### config.mk
export PLATFORM = sky130hd
export DESIGN_NAME = hpd_power_detect
export DESIGN_NICKNAME = d
export VERILOG_FILES = /design/src/shared/hpd_pkg.sv /design/src/rtl/hpd_driver_seq.sv /design/src/rtl/hpd_power_detect.sv /design/src/rtl/hpd_sync2.sv
export VERILOG_INCLUDE_DIRS = /design/src /design/src/shared
export SDC_FILE = /design/constraint.sdc
export NUM_CORES = 1
export LEC_CHECK = 0
export BUFFER_PORTS_ARGS = -buffer_cell sky130_fd_sc_hd__buf_4
export CORE_ASPECT_RATIO = 0.75
export CORE_MARGIN = 2
export CORE_UTILIZATION = 55
export CTS_CLUSTER_DIAMETER = 80
export CTS_CLUSTER_SIZE = 14
export DETAILED_ROUTE_END_ITERATION = 12
export GPL_ROUTABILITY_DRIVEN = 0
export HOLD_SLACK_MARGIN = 0.03
export PLACE_DENSITY_LB_ADDON = 0.1
export SYNTH_ARGS = -nofsm -noshare
export SYNTH_HDL_FRONTEND = slang
export SYNTH_HIERARCHICAL = 1
export SYNTH_SLANG_ARGS = --single-unit
export TNS_END_PERCENT = 50
### constraint.sdc
create_clock -name clk -period 5.1 [get_ports clk]
set_clock_uncertainty 0.1 [all_clocks]
set_input_delay 0.255 -clock clk [delete_from_list [all_inputs] [get_ports clk]]
set_output_delay 0.255 -clock clk [all_outputs]
set_load 0.01 [all_outputs]
### src/shared/hpd_consts.svh
`ifndef HPD_CONSTS_SVH
`define HPD_CONSTS_SVH

// register offsets
`define HPD_ADDR_HS_RESULT 7'h0d
`define HPD_ADDR_OUT_CFG 7'h0e
`define HPD_ADDR_HOLD_L 7'h14
`define HPD_ADDR_HOLD_R 7'h17
`define HPD_ADDR_MIC_BIAS 7'h19
`define HPD_ADDR_RAMP 7'h28
`define HPD_ADDR_DELAY_IDLE 7'h2a
`define HPD_ADDR_LEVEL_01 7'h33
`define HPD_ADDR_LEVEL_23 7'h34
`define HPD_ADDR_POWER 7'h35
`define HPD_ADDR_SHORT 7'h5f
`define HPD_ADDR_JACK_A 7'h60
`define HPD_ADDR_JACK_B 7'h61

// reset values
`define HPD_RST_ZERO 8'h00
`define HPD_RST_RAMP 8'h01

// field positions
`define HPD_CFG_MODE_LSB 0
`define HPD_CFG_AC_BIT 3
`define HPD_BIAS_LSB 6
`define HPD_RAMP_EN_BIT 0
`define HPD_RAMP_STEP_LSB 1
`define HPD_IDLE_LSB 0
`define HPD_DELAY_LSB 4
`define HPD_PWR_AUTO_BIT 4
`define HPD_PWR_DIRL_BIT 5
`define HPD_PWR_DIRR_BIT 6
`define HPD_JACK_EN_BIT 7
`define HPD_JACK_DEB_LSB 0
`define HPD_JACKB_PLUG_INV 0
`define HPD_JACKB_MIC_INV 1
`define HPD_JACKB_MONO_INV 2

// timing and limits
`define HPD_CLK_NS 40
`define HPD_MS_NS 1000000
`define HPD_MAX_DELAY_MS 12'hfa0
`define HPD_ATTEN_MAX 6'h3f
`define HPD_LEVEL_MAX 4'h9

`endif

### src/shared/hpd_pkg.sv
`default_nettype none
package hpd_pkg;
  typedef enum logic [2:0] {
    CFG_DIFF = 3'h0,
    CFG_SE4 = 3'h1,
    CFG_SE_CM = 3'h2,
    CFG_BRIDGED = 3'h3,
    CFG_SE_BRIDGED = 3'h4
  } hpd_cfg_e;

  typedef enum logic [1:0] {
    PIN_HIZ = 2'h0,
    PIN_WEAK_CM = 2'h1,
    PIN_WEAK_HALF = 2'h2,
    PIN_DRIVE = 2'h3
  } hpd_pin_e;

  typedef enum logic [1:0] {
    BIAS_OFF = 2'h0,
    BIAS_2V0 = 2'h1,
    BIAS_2V5 = 2'h2,
    BIAS_SUPPLY = 2'h3
  } hpd_bias_e;

  typedef enum logic [1:0] {
    HS_NONE = 2'h0,
    HS_STEREO = 2'h1,
    HS_MONO = 2'h2,
    HS_HEADSET = 2'h3
  } hpd_hs_e;

  typedef enum logic [1:0] {
    DRV_OFF = 2'h0,
    DRV_DELAY = 2'h1,
    DRV_RAMP = 2'h3,
    DRV_ON = 2'h2
  } hpd_drv_state_e;

  typedef struct packed {
    logic powered;
    logic [5:0] atten;
    logic [3:0] gain;
    hpd_pin_e pinMode;
  } hpd_drv_s;
endpackage
`default_nettype wire

### src/rtl/hpd_driver_seq.sv
`default_nettype none
`include "hpd_consts.svh"
module hpd_driver_seq (
  // clock and reset
  input wire logic clk,
  input wire logic sys_rst,
  // timing
  input wire logic msTick,
  input wire logic [11:0] delayMs,
  input wire logic [2:0] stepMs,
  input wire logic rampEn,
  // control
  input wire logic powerReq,
  input wire logic autoShut,
  input wire logic shortNow,
  // status
  output logic powered,
  output logic [5:0] atten,
  output logic shortFlag
);
  hpd_pkg::hpd_drv_state_e state;
  logic reqQ;
  logic [11:0] msCnt;
  logic [2:0] stepCnt;
  logic killNow;
  logic reqRise;

  assign killNow = shortNow && autoShut && (state != hpd_pkg::DRV_OFF);
  assign reqRise = powerReq && !reqQ;

  always_ff @(posedge clk or posedge sys_rst) begin
    if (sys_rst) begin
      reqQ <= 1'b0;
    end else begin
      reqQ <= powerReq;
    end
  end

  // only a fresh off-to-on request starts a driver, so a shutdown one stays dark
  always_ff @(posedge clk or posedge sys_rst) begin
    if (sys_rst) begin
      state <= hpd_pkg::DRV_OFF;
    end else if (!powerReq || killNow) begin
      state <= hpd_pkg::DRV_OFF;
    end else begin
      unique case (state)
        hpd_pkg::DRV_OFF: begin
          if (reqRise && !shortFlag) begin
            state <= hpd_pkg::DRV_DELAY;
          end
        end
        hpd_pkg::DRV_DELAY: begin
          if (msCnt >= delayMs) begin
            state <= rampEn ? hpd_pkg::DRV_RAMP : hpd_pkg::DRV_ON;
          end
        end
        hpd_pkg::DRV_RAMP: begin
          if (atten == 6'h00) begin
            state <= hpd_pkg::DRV_ON;
          end
        end
        hpd_pkg::DRV_ON: begin
          state <= hpd_pkg::DRV_ON;
        end
      endcase
    end
  end

  always_ff @(posedge clk or posedge sys_rst) begin
    if (sys_rst) begin
      msCnt <= 12'h000;
    end else if (state != hpd_pkg::DRV_DELAY) begin
      msCnt <= 12'h000;
    end else if (msTick && msCnt != 12'hfff) begin
      msCnt <= msCnt + 12'h001;
    end
  end

  always_ff @(posedge clk or posedge sys_rst) begin
    if (sys_rst) begin
      stepCnt <= 3'h0;
      atten <= `HPD_ATTEN_MAX;
    end else if (state != hpd_pkg::DRV_RAMP) begin
      stepCnt <= 3'h0;
      if (state != hpd_pkg::DRV_ON) begin
        atten <= rampEn ? `HPD_ATTEN_MAX : 6'h00;
      end
    end else if (msTick) begin
      if (stepCnt >= stepMs) begin
        stepCnt <= 3'h0;
        if (atten != 6'h00) begin
          atten <= atten - 6'h01;
        end
      end else begin
        stepCnt <= stepCnt + 3'h1;
      end
    end
  end

  // set wins; the flag only clears while software holds the driver off
  always_ff @(posedge clk or posedge sys_rst) begin
    if (sys_rst) begin
      shortFlag <= 1'b0;
    end else if (killNow) begin
      shortFlag <= 1'b1;
    end else if (!powerReq) begin
      shortFlag <= 1'b0;
    end
  end

  always_ff @(posedge clk or posedge sys_rst) begin
    if (sys_rst) begin
      powered <= 1'b0;
    end else begin
      powered <= (state == hpd_pkg::DRV_RAMP) || (state == hpd_pkg::DRV_ON);
    end
  end
endmodule
`default_nettype wire

### src/rtl/hpd_power_detect.sv
// How it works
// software writes the output configuration first, and the block picks its power-up scheme from it.
// each driver waits a programmed delay, from none up to four seconds, before it powers up.
// a powered-down driver pin sits high impedance, weakly at the common-mode level, or weakly at half supply.
// with the ramp option on (its reset value) a driver starts fully attenuated and steps down to its gain; here CFG_SE_CM never ramps drivers 2 and 3.
// each driver has a level setting of up to nine decibels for full-scale trimming, not for volume.
// the two headphone drivers can take the converter outputs directly, bypassing volume and mixing.
// after reset every unselected analog input is left high impedance.
// per-input bits weakly hold unselected inputs at the common-mode level, and software drops them on selection.
// the microphone bias field picks 2 V, 2.5 V, the analog supply, or off.
// a shorted driver is current limited and the live protection state is readable.
// with automatic shutdown a shorted driver is turned off and its flag clears only after an off then on command; here it clears at the off command.
// the jack is watched for a plug, the headset type is classified, and the result is readable.
// with ac-coupled outputs mono and stereo headphones are not told apart.
// software should use the highest bias and the lowest two common-mode levels for detection.
// the four drivers work as differential pairs, single-ended, with reference drivers, bridged, or mixed.
// delay and ramp steps are counted in millisecond ticks, restarting on each power-up request.
`default_nettype none
`include "hpd_consts.svh"
module hpd_power_detect #(
  parameter int MS_CYCLES = `HPD_MS_NS / `HPD_CLK_NS
) (
  // clock and reset
  input wire logic clk,
  input wire logic sys_rst,
  // register port
  input wire logic regWrite,
  input wire logic regRead,
  input wire logic [6:0] regAddr,
  input wire logic [7:0] regWdata,
  output logic [7:0] regRdata,
  // analog sense, asynchronous
  input wire logic [3:0] shortSense,
  input wire logic plugSense,
  input wire logic micSense,
  input wire logic monoSense,
  // preamplifier selection, same clock
  input wire logic [3:0] leftInputSelected,
  input wire logic [3:0] rightInputSelected,
  // driver controls
  output hpd_pkg::hpd_drv_s [3:0] drvStatus,
  output logic leftDirectConverterPath,
  output logic rightDirectConverterPath,
  output hpd_pkg::hpd_cfg_e configMode,
  // input and bias controls
  output logic [3:0] leftInputHold,
  output logic [3:0] rightInputHold,
  output hpd_pkg::hpd_bias_e microphoneBiasOutput
);
  // register storage
  logic [7:0] outputConfigType;
  logic [7:0] leftInputHoldControl;
  logic [7:0] rightInputHoldControl;
  logic [7:0] micBiasControl;
  logic [7:0] driverGainRampControl;
  logic [7:0] driverPowerupDelayAndIdleState;
  logic [7:0] driverLevel01;
  logic [7:0] driverLevel23;
  logic [7:0] driverPower;
  logic [7:0] jackDetectConfigA;
  logic [7:0] jackDetectConfigB;
  logic [3:0] headsetScratch;

  // synchronised sense levels
  logic [6:0] senseSync;
  logic [3:0] shortNow;
  logic plugNow;
  logic micNow;
  logic monoNow;

  // timing
  logic [15:0] divCnt;
  logic msTick;
  logic [11:0] delayMs;

  // driver sequencing
  hpd_pkg::hpd_cfg_e cfgMode;
  logic [3:0] drvReq;
  logic [3:0] drvRampEn;
  logic [3:0] drvPowered;
  logic [5:0] drvAtten [4];
  logic [3:0] drvShortFlag;
  logic [3:0] drvLevel [4];
  hpd_pkg::hpd_pin_e idleMode;

  // jack detection
  hpd_pkg::hpd_hs_e rawType;
  hpd_pkg::hpd_hs_e candType;
  hpd_pkg::hpd_hs_e headsetType;
  logic [2:0] debCnt;

  hpd_sync2 #(
    .WIDTH(7)
  ) u_sense_sync (
    .clk(clk),
    .sys_rst(sys_rst),
    .asyncIn({monoSense, micSense, plugSense, shortSense}),
    .syncOut(senseSync)
  );

  assign shortNow = senseSync[3:0];
  assign plugNow = senseSync[4] ^ jackDetectConfigB[`HPD_JACKB_PLUG_INV];
  assign micNow = senseSync[5] ^ jackDetectConfigB[`HPD_JACKB_MIC_INV];
  assign monoNow = senseSync[6] ^ jackDetectConfigB[`HPD_JACKB_MONO_INV];

  // register writes; reset values leave inputs floating and the ramp on
  always_ff @(posedge clk or posedge sys_rst) begin
    if (sys_rst) begin
      outputConfigType <= `HPD_RST_ZERO;
      leftInputHoldControl <= `HPD_RST_ZERO;
      rightInputHoldControl <= `HPD_RST_ZERO;
      micBiasControl <= `HPD_RST_ZERO;
      driverGainRampControl <= `HPD_RST_RAMP;
      driverPowerupDelayAndIdleState <= `HPD_RST_ZERO;
      driverLevel01 <= `HPD_RST_ZERO;
      driverLevel23 <= `HPD_RST_ZERO;
      driverPower <= `HPD_RST_ZERO;
      jackDetectConfigA <= `HPD_RST_ZERO;
      jackDetectConfigB <= `HPD_RST_ZERO;
      headsetScratch <= 4'h0;
    end else if (regWrite) begin
      case (regAddr)
        `HPD_ADDR_HS_RESULT: headsetScratch <= regWdata[3:0];
        `HPD_ADDR_OUT_CFG: outputConfigType <= regWdata;
        `HPD_ADDR_HOLD_L: leftInputHoldControl <= regWdata;
        `HPD_ADDR_HOLD_R: rightInputHoldControl <= regWdata;
        `HPD_ADDR_MIC_BIAS: micBiasControl <= regWdata;
        `HPD_ADDR_RAMP: driverGainRampControl <= regWdata;
        `HPD_ADDR_DELAY_IDLE: driverPowerupDelayAndIdleState <= regWdata;
        `HPD_ADDR_LEVEL_01: driverLevel01 <= regWdata;
        `HPD_ADDR_LEVEL_23: driverLevel23 <= regWdata;
        `HPD_ADDR_POWER: driverPower <= regWdata;
        `HPD_ADDR_JACK_A: jackDetectConfigA <= regWdata;
        `HPD_ADDR_JACK_B: jackDetectConfigB <= regWdata;
        default: begin
        end
      endcase
    end
  end

  // register reads; unmapped offsets read zero
  always_ff @(posedge clk or posedge sys_rst) begin
    if (sys_rst) begin
      regRdata <= 8'h00;
    end else if (regRead) begin
      case (regAddr)
        `HPD_ADDR_HS_RESULT: regRdata <= {plugNow, 1'b0, headsetType, headsetScratch};
        `HPD_ADDR_OUT_CFG: regRdata <= outputConfigType;
        `HPD_ADDR_HOLD_L: regRdata <= leftInputHoldControl;
        `HPD_ADDR_HOLD_R: regRdata <= rightInputHoldControl;
        `HPD_ADDR_MIC_BIAS: regRdata <= micBiasControl;
        `HPD_ADDR_RAMP: regRdata <= driverGainRampControl;
        `HPD_ADDR_DELAY_IDLE: regRdata <= driverPowerupDelayAndIdleState;
        `HPD_ADDR_LEVEL_01: regRdata <= driverLevel01;
        `HPD_ADDR_LEVEL_23: regRdata <= driverLevel23;
        `HPD_ADDR_POWER: regRdata <= driverPower;
        `HPD_ADDR_SHORT: regRdata <= {drvShortFlag, shortNow};
        `HPD_ADDR_JACK_A: regRdata <= jackDetectConfigA;
        `HPD_ADDR_JACK_B: regRdata <= jackDetectConfigB;
        default: regRdata <= 8'h00;
      endcase
    end
  end

  // millisecond enable; long delays are counted in ms to keep counters small
  always_ff @(posedge clk or posedge sys_rst) begin
    if (sys_rst) begin
      divCnt <= 16'h0000;
      msTick <= 1'b0;
    end else if (divCnt >= 16'(MS_CYCLES - 1)) begin
      divCnt <= 16'h0000;
      msTick <= 1'b1;
    end else begin
      divCnt <= divCnt + 16'h0001;
      msTick <= 1'b0;
    end
  end

  // delay code to milliseconds, top code is the longest delay
  always_comb begin
    unique case (driverPowerupDelayAndIdleState[`HPD_DELAY_LSB +: 4])
      4'h0: delayMs = 12'h000;
      4'h1: delayMs = 12'h001;
      4'h2: delayMs = 12'h002;
      4'h3: delayMs = 12'h005;
      4'h4: delayMs = 12'h00a;
      4'h5: delayMs = 12'h014;
      4'h6: delayMs = 12'h032;
      4'h7: delayMs = 12'h064;
      4'h8: delayMs = 12'h0c8;
      4'h9: delayMs = 12'h190;
      4'ha: delayMs = 12'h320;
      4'hb: delayMs = 12'h3e8;
      4'hc: delayMs = 12'h5dc;
      4'hd: delayMs = 12'h7d0;
      4'he: delayMs = 12'hbb8;
      4'hf: delayMs = `HPD_MAX_DELAY_MS;
    endcase
  end

  // illegal configuration codes fall back to four single-ended outputs
  always_comb begin
    unique case (outputConfigType[`HPD_CFG_MODE_LSB +: 3])
      3'h0: cfgMode = hpd_pkg::CFG_DIFF;
      3'h2: cfgMode = hpd_pkg::CFG_SE_CM;
      3'h3: cfgMode = hpd_pkg::CFG_BRIDGED;
      3'h4: cfgMode = hpd_pkg::CFG_SE_BRIDGED;
      default: cfgMode = hpd_pkg::CFG_SE4;
    endcase
  end

  // paired drivers start together so a bridged or differential load sees no offset step
  always_comb begin
    drvReq = driverPower[3:0];
    drvRampEn = {4{driverGainRampControl[`HPD_RAMP_EN_BIT]}};
    unique case (cfgMode)
      hpd_pkg::CFG_DIFF, hpd_pkg::CFG_BRIDGED: begin
        drvReq = {{2{&driverPower[3:2]}}, {2{&driverPower[1:0]}}};
      end
      hpd_pkg::CFG_SE_BRIDGED: begin
        drvReq[3:2] = {2{&driverPower[3:2]}};
      end
      hpd_pkg::CFG_SE_CM: begin
        drvRampEn[3:2] = 2'h0;
      end
      hpd_pkg::CFG_SE4: begin
      end
    endcase
  end

  assign drvLevel[0] = driverLevel01[3:0];
  assign drvLevel[1] = driverLevel01[7:4];
  assign drvLevel[2] = driverLevel23[3:0];
  assign drvLevel[3] = driverLevel23[7:4];

  always_comb begin
    unique case (driverPowerupDelayAndIdleState[`HPD_IDLE_LSB +: 2])
      2'h1: idleMode = hpd_pkg::PIN_WEAK_CM;
      2'h2: idleMode = hpd_pkg::PIN_WEAK_HALF;
      default: idleMode = hpd_pkg::PIN_HIZ;
    endcase
  end

  for (genvar i = 0; i < 4; i++) begin : g_drv
    hpd_driver_seq u_seq (
      .clk(clk),
      .sys_rst(sys_rst),
      .msTick(msTick),
      .delayMs(delayMs),
      .stepMs(driverGainRampControl[`HPD_RAMP_STEP_LSB +: 3]),
      .rampEn(drvRampEn[i]),
      .powerReq(drvReq[i]),
      .autoShut(driverPower[`HPD_PWR_AUTO_BIT]),
      .shortNow(shortNow[i]),
      .powered(drvPowered[i]),
      .atten(drvAtten[i]),
      .shortFlag(drvShortFlag[i])
    );

    always_ff @(posedge clk or posedge sys_rst) begin
      if (sys_rst) begin
        drvStatus[i].powered <= 1'b0;
        drvStatus[i].atten <= `HPD_ATTEN_MAX;
        drvStatus[i].gain <= 4'h0;
        drvStatus[i].pinMode <= hpd_pkg::PIN_HIZ;
      end else begin
        drvStatus[i].powered <= drvPowered[i];
        drvStatus[i].atten <= drvAtten[i];
        drvStatus[i].gain <= (drvLevel[i] > `HPD_LEVEL_MAX) ? `HPD_LEVEL_MAX : drvLevel[i];
        drvStatus[i].pinMode <= drvPowered[i] ? hpd_pkg::PIN_DRIVE : idleMode;
      end
    end
  end

  // direct path only on the headphone drivers, and only while they run
  always_ff @(posedge clk or posedge sys_rst) begin
    if (sys_rst) begin
      leftDirectConverterPath <= 1'b0;
      rightDirectConverterPath <= 1'b0;
      configMode <= hpd_pkg::CFG_DIFF;
    end else begin
      leftDirectConverterPath <= driverPower[`HPD_PWR_DIRL_BIT] && drvPowered[0];
      rightDirectConverterPath <= driverPower[`HPD_PWR_DIRR_BIT] && drvPowered[1];
      configMode <= cfgMode;
    end
  end

  // hold is dropped on a selected input even if software left it set
  always_ff @(posedge clk or posedge sys_rst) begin
    if (sys_rst) begin
      leftInputHold <= 4'h0;
      rightInputHold <= 4'h0;
      microphoneBiasOutput <= hpd_pkg::BIAS_OFF;
    end else begin
      leftInputHold <= leftInputHoldControl[3:0] & ~leftInputSelected;
      rightInputHold <= rightInputHoldControl[3:0] & ~rightInputSelected;
      microphoneBiasOutput <= hpd_pkg::hpd_bias_e'(micBiasControl[`HPD_BIAS_LSB +: 2]);
    end
  end

  // classification; ac-coupled outputs cannot tell mono from stereo
  always_comb begin
    if (!plugNow) begin
      rawType = hpd_pkg::HS_NONE;
    end else if (micNow) begin
      rawType = hpd_pkg::HS_HEADSET;
    end else if (monoNow && !outputConfigType[`HPD_CFG_AC_BIT]) begin
      rawType = hpd_pkg::HS_MONO;
    end else begin
      rawType = hpd_pkg::HS_STEREO;
    end
  end

  // a type must stay put for the debounce time in ms before it is reported
  always_ff @(posedge clk or posedge sys_rst) begin
    if (sys_rst) begin
      candType <= hpd_pkg::HS_NONE;
      headsetType <= hpd_pkg::HS_NONE;
      debCnt <= 3'h0;
    end else if (!jackDetectConfigA[`HPD_JACK_EN_BIT]) begin
      candType <= hpd_pkg::HS_NONE;
      headsetType <= hpd_pkg::HS_NONE;
      debCnt <= 3'h0;
    end else if (rawType != candType) begin
      candType <= rawType;
      debCnt <= 3'h0;
    end else if (debCnt >= jackDetectConfigA[`HPD_JACK_DEB_LSB +: 3]) begin
      headsetType <= candType;
    end else if (msTick) begin
      debCnt <= debCnt + 3'h1;
    end
  end
endmodule
`default_nettype wire

### src/rtl/hpd_sync2.sv
`default_nettype none
module hpd_sync2 #(
  parameter int WIDTH = 1
) (
  // clock and reset
  input wire logic clk,
  input wire logic sys_rst,
  // levels
  input wire logic [WIDTH-1:0] asyncIn,
  output logic [WIDTH-1:0] syncOut
);
  logic [WIDTH-1:0] stage1;

  // stage1 feeds only the second flop
  always_ff @(posedge clk or posedge sys_rst) begin
    if (sys_rst) begin
      stage1 <= '0;
      syncOut <= '0;
    end else begin
      stage1 <= asyncIn;
      syncOut <= stage1;
    end
  end
endmodule
`default_nettype wire

==> metrics.md, run 1 <==
| Metric | Value |
|---|---|
| Outcome | `finished, final reports clean` |
| Setup TNS | `0 ns` |
| Setup Buffers After CTS | `0` |
| Stages on worst setup path | `9` |
| Sequential element share of the synthesized area | `48.8%` |
| Worst path cell trace | `inv_1 -> ha_1 -> a21boi_0 -> inv_1 -> ha_1 -> nand4_1 -> inv_1 -> a2111oi_0 -> a31o_2` |
| Syn_nets | `1608` |
| CTS tree | `done` |
| Final WL | `39.7 mm` |
| Post-Syn Area | `~16000 sq um` |
| Post-Synth Simple-Gate Area | `16.1%` |
| Root buffer cell | `clkbuf_16` |
| Flops & latches, synth | `a little over 300` |
| Peak VDD IR | `between 200 and 250 uV` |
| PD cells | `296 nW/um^2` |
| Ranking of synthesized cells by area | `dfrtp_1 41%, dfstp_2 8.1%, ha_1 6.7%` |
| Reg2reg end | `g_drv[3].u_seq/state[0]` |
| Drt wl/cell | `between 15 and 20 microns` |
| PortBufs | `108` |
| N_diodes | `0` |
| Crit path capture type | `register` |
| Layout area overhead | `12.9%` |
| CP Launch Point | `driverPowerupDelayAndIdleState[4]` |
| Initial antenna violation count | `0` |
| Area leader, netlist | `dfrtp_1` |
| Critical Path Source Type | `register` |
| Fill count | `around 2300` |
| Post-CTS resize count | `0` |
| Cts bufs inserted | `26` |
| Min-Delay Path Class | `input port to asynchronous set/reset pin` |
| Async SR Flop Fraction | `100%` |
| Clock Latency Late Sink | `0.55 ns` |
| Worst R2R Start | `driverPowerupDelayAndIdleState[4]` |
| Layout cells sized above 1 | `20.6%` |
| Crit-path most repeated cell | `inv_1` |
| Post-Synth XOR/XNOR Area | `~1.7%` |
| Initial DRC count | `990` |
| Via count | `12163` |
| Complex-gate fraction of the synthesized area | `about 14%` |
| Required @ worst endpoint | `between 5 and 6 ns` |
| Clk sinks | `slightly above 300` |
| Top Family by Delay on Critical Path | `compound AO/OA/AOI/OAI gates` |
| Mapped Cells | `about 1500` |
| Die height | `152 microns` |
| Syn_area_per_cell | `10.7 sq um` |
| Hpwl dp | `28.0 mm` |
| Worst-path fanout max | `8` |
| Period utilization | `58.3%` |
| Max incr delay on CP | `0.59 ns` |
| Most common cell in the synthesized netlist | `dfrtp_1` |
| Post-synth top flop | `dfrtp_1` |
| Number of synthesized flops with an enable pin | `0` |
| Worst path bufs/invs | `3` |
| Max Cap Viol | `0` |
| Fmax | `about 340 MHz` |
| Hold buffer count at cts | `25` |
| GR Overflow Total | `0` |
| Core Rows | `53` |
| ANT nets after route | `0` |
| # setup viols final | `0` |
| Slew Limit Headroom | `22.9%` |
| CTS HTree Levels | `1` |
| Post-synth cell types | `86` |
| Worst hold slack | `~0.099 ns` |
| Vias in the first global route | `11568` |
| Die width | `201 microns` |
| Largest net degree at the start of global routing | `70` |
| First-pass GRT wire length | `64.2 mm` |
| Actual slew at the worst max-slew pin | `between 1 and 1.5 ns` |
| Worst-case clock buffer depth | `3` |
| Worst R2R Path Depth | `9` |
| End of the critical path | `g_drv[3].u_seq/state[0]` |
| Core area | `28200 sq um` |
| Most common library cells after synthesis | `260 x dfrtp_1, 105 x inv_1, 100 x nor2_1, 93 x nand2_1, 92 x mux2_2` |
| Largest family of logic cells by synthesized area | `simple AND/OR/NAND/NOR gates` |
| Gr usage total | `roughly a quarter` |
| WS Path Type | `register to register` |
| Remaining DRCs | `0` |
| Starting Density | `56.5%` |
| Slowest CP cell | `a21boi_0` |
| Max Transition Viols Final | `0` |
| Leakage power | `8.16 nW` |
| Nets | `1713` |
| I/O pin total | `109` |
| 1st-pass router iterations | `5` |
| Mux share of post-synthesis cell area | `7.75%` |
| R2R Setup Slk | `2.12 ns` |
| Worst Path Arrival | `3.36 ns` |
| Adder-Cell Fraction of Synth Area | `6.74%` |
| Die area | `30400 sq um` |
| Vias per cell | `between 6 and 7` |
| Clock period minus worst slack | `2.98 ns` |
| Synth top area share | `40.8%` |
| Clock slew at reported path FFs | `~0.070 ns` |
| Unrepaired setup endpoints after global routing | `no` |
| Ys Warns | `6` |
| Fin. Hold Viols | `0` |
==> area by class of cell <==
class                   count  area, sq um  area share, %
well taps                 385          482           2.67
repair buffers            138         1100           6.10
multi-input cells        1013         7470           41.5
clock buffers              47          751           4.17
flip-flops and latches    309         7790           43.3
inverters                 105          398           2.21
clock inverters             1         16.3         0.0903
==> worst min-delay path by stage <==
stage | start | end | slack, ns
floorplan | sys_rst | u_sense_sync/stage1[0] | 0.04
global placement | sys_rst | driverPowerupDelayAndIdleState[5] | 0.1
detailed placement | sys_rst | driverPowerupDelayAndIdleState[5] | 0.09
CTS | sys_rst | driverPowerupDelayAndIdleState[5] | 0.08
global route | sys_rst | driverPowerupDelayAndIdleState[5] | 0.1
finish | sys_rst | driverPowerupDelayAndIdleState[5] | 0.1
==> cell usage in the layout, fill, tap and decap left out, types with 28 or more instances in the layout <==
cell	netlist	final
a21oi_1	60	60
a31oi_1	28	28
buf_4	4	113
dfrtp_1	260	260
dfstp_2	49	49
ha_1	86	86
inv_1	105	104
mux2_2	92	92
nand2_1	93	93
nand2b_1	31	31
nand3_1	48	48
nor2_1	100	100
o21ai_0	52	52
==> worst min-delay path, stage by stage <==
cell and delay [ns]:
dlygate4sd3_1 0.54, buf_4 0.17, clkinvlp_4 0.11
==> routing by layer <==
metal / vias up / track usage (%) / wire length (microns)
met3: 73 / 4.23 / 2510
met1: 6083 / 41.1 / 19300
met5: - / 0 / 0
li1: 5643 / - / -
met2: 364 / 39.5 / 16800
met4: 0 / 6.67 / 958
==> metrics by stage <==
stage | instances | instance area (sq um) | utilization [%] | setup WS [ns] | total power, mW
2_1_floorplan | 1488 | 16000 | - | 2.30 | 3.21
3_3_place_gp | 1925 | 17000 | 60.2 | 2.28 | 3.45
3_5_place_dp | 1925 | 17000 | 60.2 | 2.16 | 3.47
4_1_cts | 1998 | 18000 | 63.8 | 2.14 | 5.37
5_1_grt | 1998 | 18000 | 63.8 | 1.86 | 5.57
6_report | 1998 | 18000 | 63.8 | 2.12 | 5.33
==> where the power goes <==
group | switching (mW) | internal [mW] | leakage (nW) | total [mW]
clock network | 0.882 | 0.994 | 0.363 | 1.88
registers | 0.135 | 2.61 | 4.04 | 2.75
logic | 0.407 | 0.295 | 3.76 | 0.702
total | 1.42 | 3.90 | 8.16 | 5.33
==> sequential cells by signal, summed over array words and instances (netlist names), 7 cells and up <==
signal and cells:
jackDetectConfigA 8, g_drv.u_seq/msCnt 48, leftInputHoldControl 8, driverLevel23 8
jackDetectConfigB 8, g_drv.u_seq/stepCnt 12, driverPowerupDelayAndIdleState 8, outputConfigType 8
drvStatus 52, rightInputHoldControl 8, u_sense_sync/syncOut 7, g_drv.u_seq/state 8
regRdata 8, driverLevel01 8, micBiasControl 8, g_drv.u_seq/atten 24
u_sense_sync/stage1 7, divCnt 16, driverGainRampControl 8, driverPower 8
==> cells by family (layout without fill, tap and decap cells) <==
logic type	count (synthesis)	count (layout)
adder cells (fa/ha/maj)	86	86
AO/OA/AOI/OAI	318	318
other	1	1
XOR/XNOR	31	31
buffers and inverters	166	291
multiplexers	112	112
AND/OR/NAND/NOR	465	465
flip-flops	309	309
Note: power is estimated with default switching activity, not from simulation.
==> inputs of run 2 (changes only) <==
==> constraint.sdc (replaced) <==
create_clock -name clk -period 2.7 [get_ports clk]
set_clock_uncertainty 0.1 [all_clocks]
set_input_delay 0.135 -clock clk [delete_from_list [all_inputs] [get_ports clk]]
set_output_delay 0.135 -clock clk [all_outputs]
set_load 0.01 [all_outputs]
==> run 2 against run 1 <==
Net effect:
- utilization rose by 1.0 points
- cell count rose by 1.5%
- first-iteration DRC count rose by 13%
- clock-buffer cell count fell by 1
- wire length rose by 1.5%
- design area rose by 1.6%
- critical path depth rose by 2
- non-clock buffer count rose by 29
- critical path type unchanged
- largest cell class unchanged
- highest routed layer unchanged
==> metrics.md, run 2 (synthesized netlist as in run 1, its figures left out) <==
| Metric | Value |
|---|---|
| Worst-case clock buffer depth | `3` |
| Worst Path Arrival | `between 2 and 3 ns` |
| CTS tree | `done` |
| # setup viols final | `0` |
| GR Overflow Total | `0` |
| Initial antenna violation count | `0` |
| Max FFs per register | `52` |
| Commonest cells after routing, fill and taps aside | `258 x dfrtp_1, 133 x buf_4, 104 x inv_1` |
| Gr usage total | `26.8%` |
| Internal power | `7.37 mW` |
| Combinational share of power | `13.8%` |
| Period utilization | `92.8%` |
| Clk sinks | `around 300` |
| Tot Pwr | `10.1 mW` |
| Largest regs | `drvStatus x52, g_drv.u_seq/msCnt x48, g_drv.u_seq/atten x24` |
| Pre-CTS setup slack | `-0.0645 ns` |
| Root buffer cell | `clkbuf_16` |
| ANT nets after route | `0` |
| Cts bufs inserted | `26` |
| Vias in the first global route | `11506` |
| Clock Latency Late Sink | `~0.56 ns` |
| Starting Density | `a little under three fifths` |
| N_diodes | `0` |
| Vias per cell | `6.01` |
| CTS HTree Levels | `1` |
| Unrepaired setup endpoints after global routing | `no` |
| Outcome | `finished, final reports clean` |
| Nets | `1742` |
| Top reg by flops | `drvStatus` |
| Slew Limit Headroom | `between 30 and 40%` |
| Max Transition Viols Final | `0` |
| Min-Delay Path Class | `input port to register` |
| Fin. Hold Viols | `0` |
| Sequential power share | `between 50% and 60%` |
| Leakage power | `8.32 nW` |
| Worst-path fanout max | `8` |
| Finished layout cell area | `18300 sq um` |
| PortBufs | `108` |
| 1st-pass router iterations | `5` |
| Die area | `30400 sq um` |
| Crit path capture type | `register` |
| Top Family by Delay on Critical Path | `simple AND/OR/NAND/NOR gates` |
| Clock slew at reported path FFs | `roughly 0.080 ns` |
| WS Path Type | `register to register` |
| Fill count | `2268` |
| Drt wl/cell | `between 15 and 20 microns` |
| First-pass GRT wire length | `64.3 mm` |
| Die height | `152 microns` |
| Post-DP Area | `17200 sq um` |
| Net Sw Power | `2.75 mW` |
| Actual slew at the worst max-slew pin | `1.01 ns` |
| Commonest non-fill, non-tap cell in the layout | `dfrtp_1` |
| Fmax | `around 400 MHz` |
| PD cells | `between 500 and 600 nW/um^2` |
| Max incr delay on CP | `0.47 ns` |
| Final WL | `40.2 mm` |
| Final Worst Setup Slack | `0.195 ns` |
| Worst path cell trace | `inv_1 -> ha_1 -> nor2_1 -> nand2_1 -> nand2_1 -> inv_1 -> ha_1 -> nand2_1 -> nor4_1 -> nand2_1 -> a31o_1` |
| Remaining DRCs | `0` |
| Sw frac | `27.2%` |
| Die width | `~200 microns` |
| Worst path bufs/invs | `2` |
| Slowest CP cell | `dfrtp_2` |
| Core area | `28200 sq um` |
| Layout area overhead | `14.7%` |
| Via count | `about 12000` |
| Hpwl dp | `29.0 mm` |
| Initial DRC count | `1119` |
| Clock period minus worst slack | `2.51 ns` |
| I/O pin total | `109` |
| Seq. cell area | `7800 sq um` |
| Layout cells sized above 1 | `22.1%` |
| Multi-input combinational cell area | `between 7000 and 8000 sq um` |
| Largest net degree at the start of global routing | `46` |
| Max Cap Viol | `0` |
| Crit-path most repeated cell | `nand2_1` |
| Peak VDD IR | `523 uV` |
| Setup Buffers After CTS | `0` |
| Critical Path Source Type | `register` |
| Clock power frac | `35.0%` |
| Setup TNS | `0 ns` |
| Required @ worst endpoint | `3.03 ns` |
| Core Rows | `53` |
==> run 2: cell count changes in the layout (fill, tap and decap cells not counted), sizes merged <==
| cell | before | now |
|---|---|---|
| clkbuf | 47 | 46 |
| clkinv | 1 | 2 |
| buf | 113 | 137 |
| dlygate4sd3 | 25 | 30 |
==> run 2: area by class of cell <==
type | instances | area share, %
Sequential cell | 309 | 42.6
Clock buffer | 46 | 3.96
Tap cell | 385 | 2.63
Inverter | 105 | 2.17
Clock inverter | 2 | 0.178
Timing Repair Buffer | 167 | 7.53
Multi-Input combinational cell | 1013 | 40.9
==> run 2: path summary, 6_finish.rpt <==
kind / from / to / slack [ns] / cells after the start
worst max-delay path: driverPowerupDelayAndIdleState[5] / g_drv[1].u_seq/state[0] / 0.19 / 11
worst min-delay path: regAddr[3] / regRdata[4] / 0.05 / 4
worst max register to register: driverPowerupDelayAndIdleState[5] / g_drv[1].u_seq/state[0] / 0.19 / 11
worst min register to register: u_sense_sync/stage1[3] / u_sense_sync/syncOut[3] / 0.25 / 0
max in group asynchronous: sys_rst / g_drv[3].u_seq/atten[5] / 1.25 / 5
min in group asynchronous: sys_rst / micBiasControl[3] / 0.19 / 3
==> run 2: power by group through the flow <==
stage	Sequential, mW	Clock, mW	Combinational, mW
3_3_place_gp	5.25	0	1.32
6_report	5.18	3.54	1.40
4_1_cts	5.18	3.61	1.39
5_1_grt	5.22	3.79	1.55
3_5_place_dp	5.26	0	1.35
2_1_floorplan	5.20	0	0.866
==> run 2: layer usage <==
layer / track usage [%] / routed length [microns]
met5: 0 / 0
met1: 41.1 / 19400
met4: 6.30 / 865
met2: 39.1 / 17000
met3: 5.11 / 3020
==> run 2: worst reg2reg max path: stages, from the launching register on <==
cell	delay, ns
dfrtp_2	0.47
inv_1	0.16
ha_1	0.27
nor2_1	0.09
nand2_1	0.09
nand2_1	0.17
inv_1	0.06
ha_1	0.27
nand2_1	0.06
nor4_1	0.35
nand2_1	0.09
a31o_1	0.22
==> run 2: repair_timing <==
| action | in CTS | in global routing |
|---|---|---|
| endpoints found under the setup margin | 3 | 8 |
| pin swaps | 0 | 1 |
| hold endpoints to repair | 231 | 0 |
| hold buffers | 30 | 0 |
| resized for setup | 2 | 8 |
==> run 2: stage by stage <==
step | hold slack [ns] | utilization [%] | cells
final | 0.0510 | 64.8 | 2027
after global routing | 0.0767 | 64.8 | 2027
after global placement | 0.0553 | 61.0 | 1949
after CTS | 0.0374 | 64.7 | 2027
after floorplan | -0.0758 | - | 1488
after detailed placement | 0.0502 | 61.0 | 1949
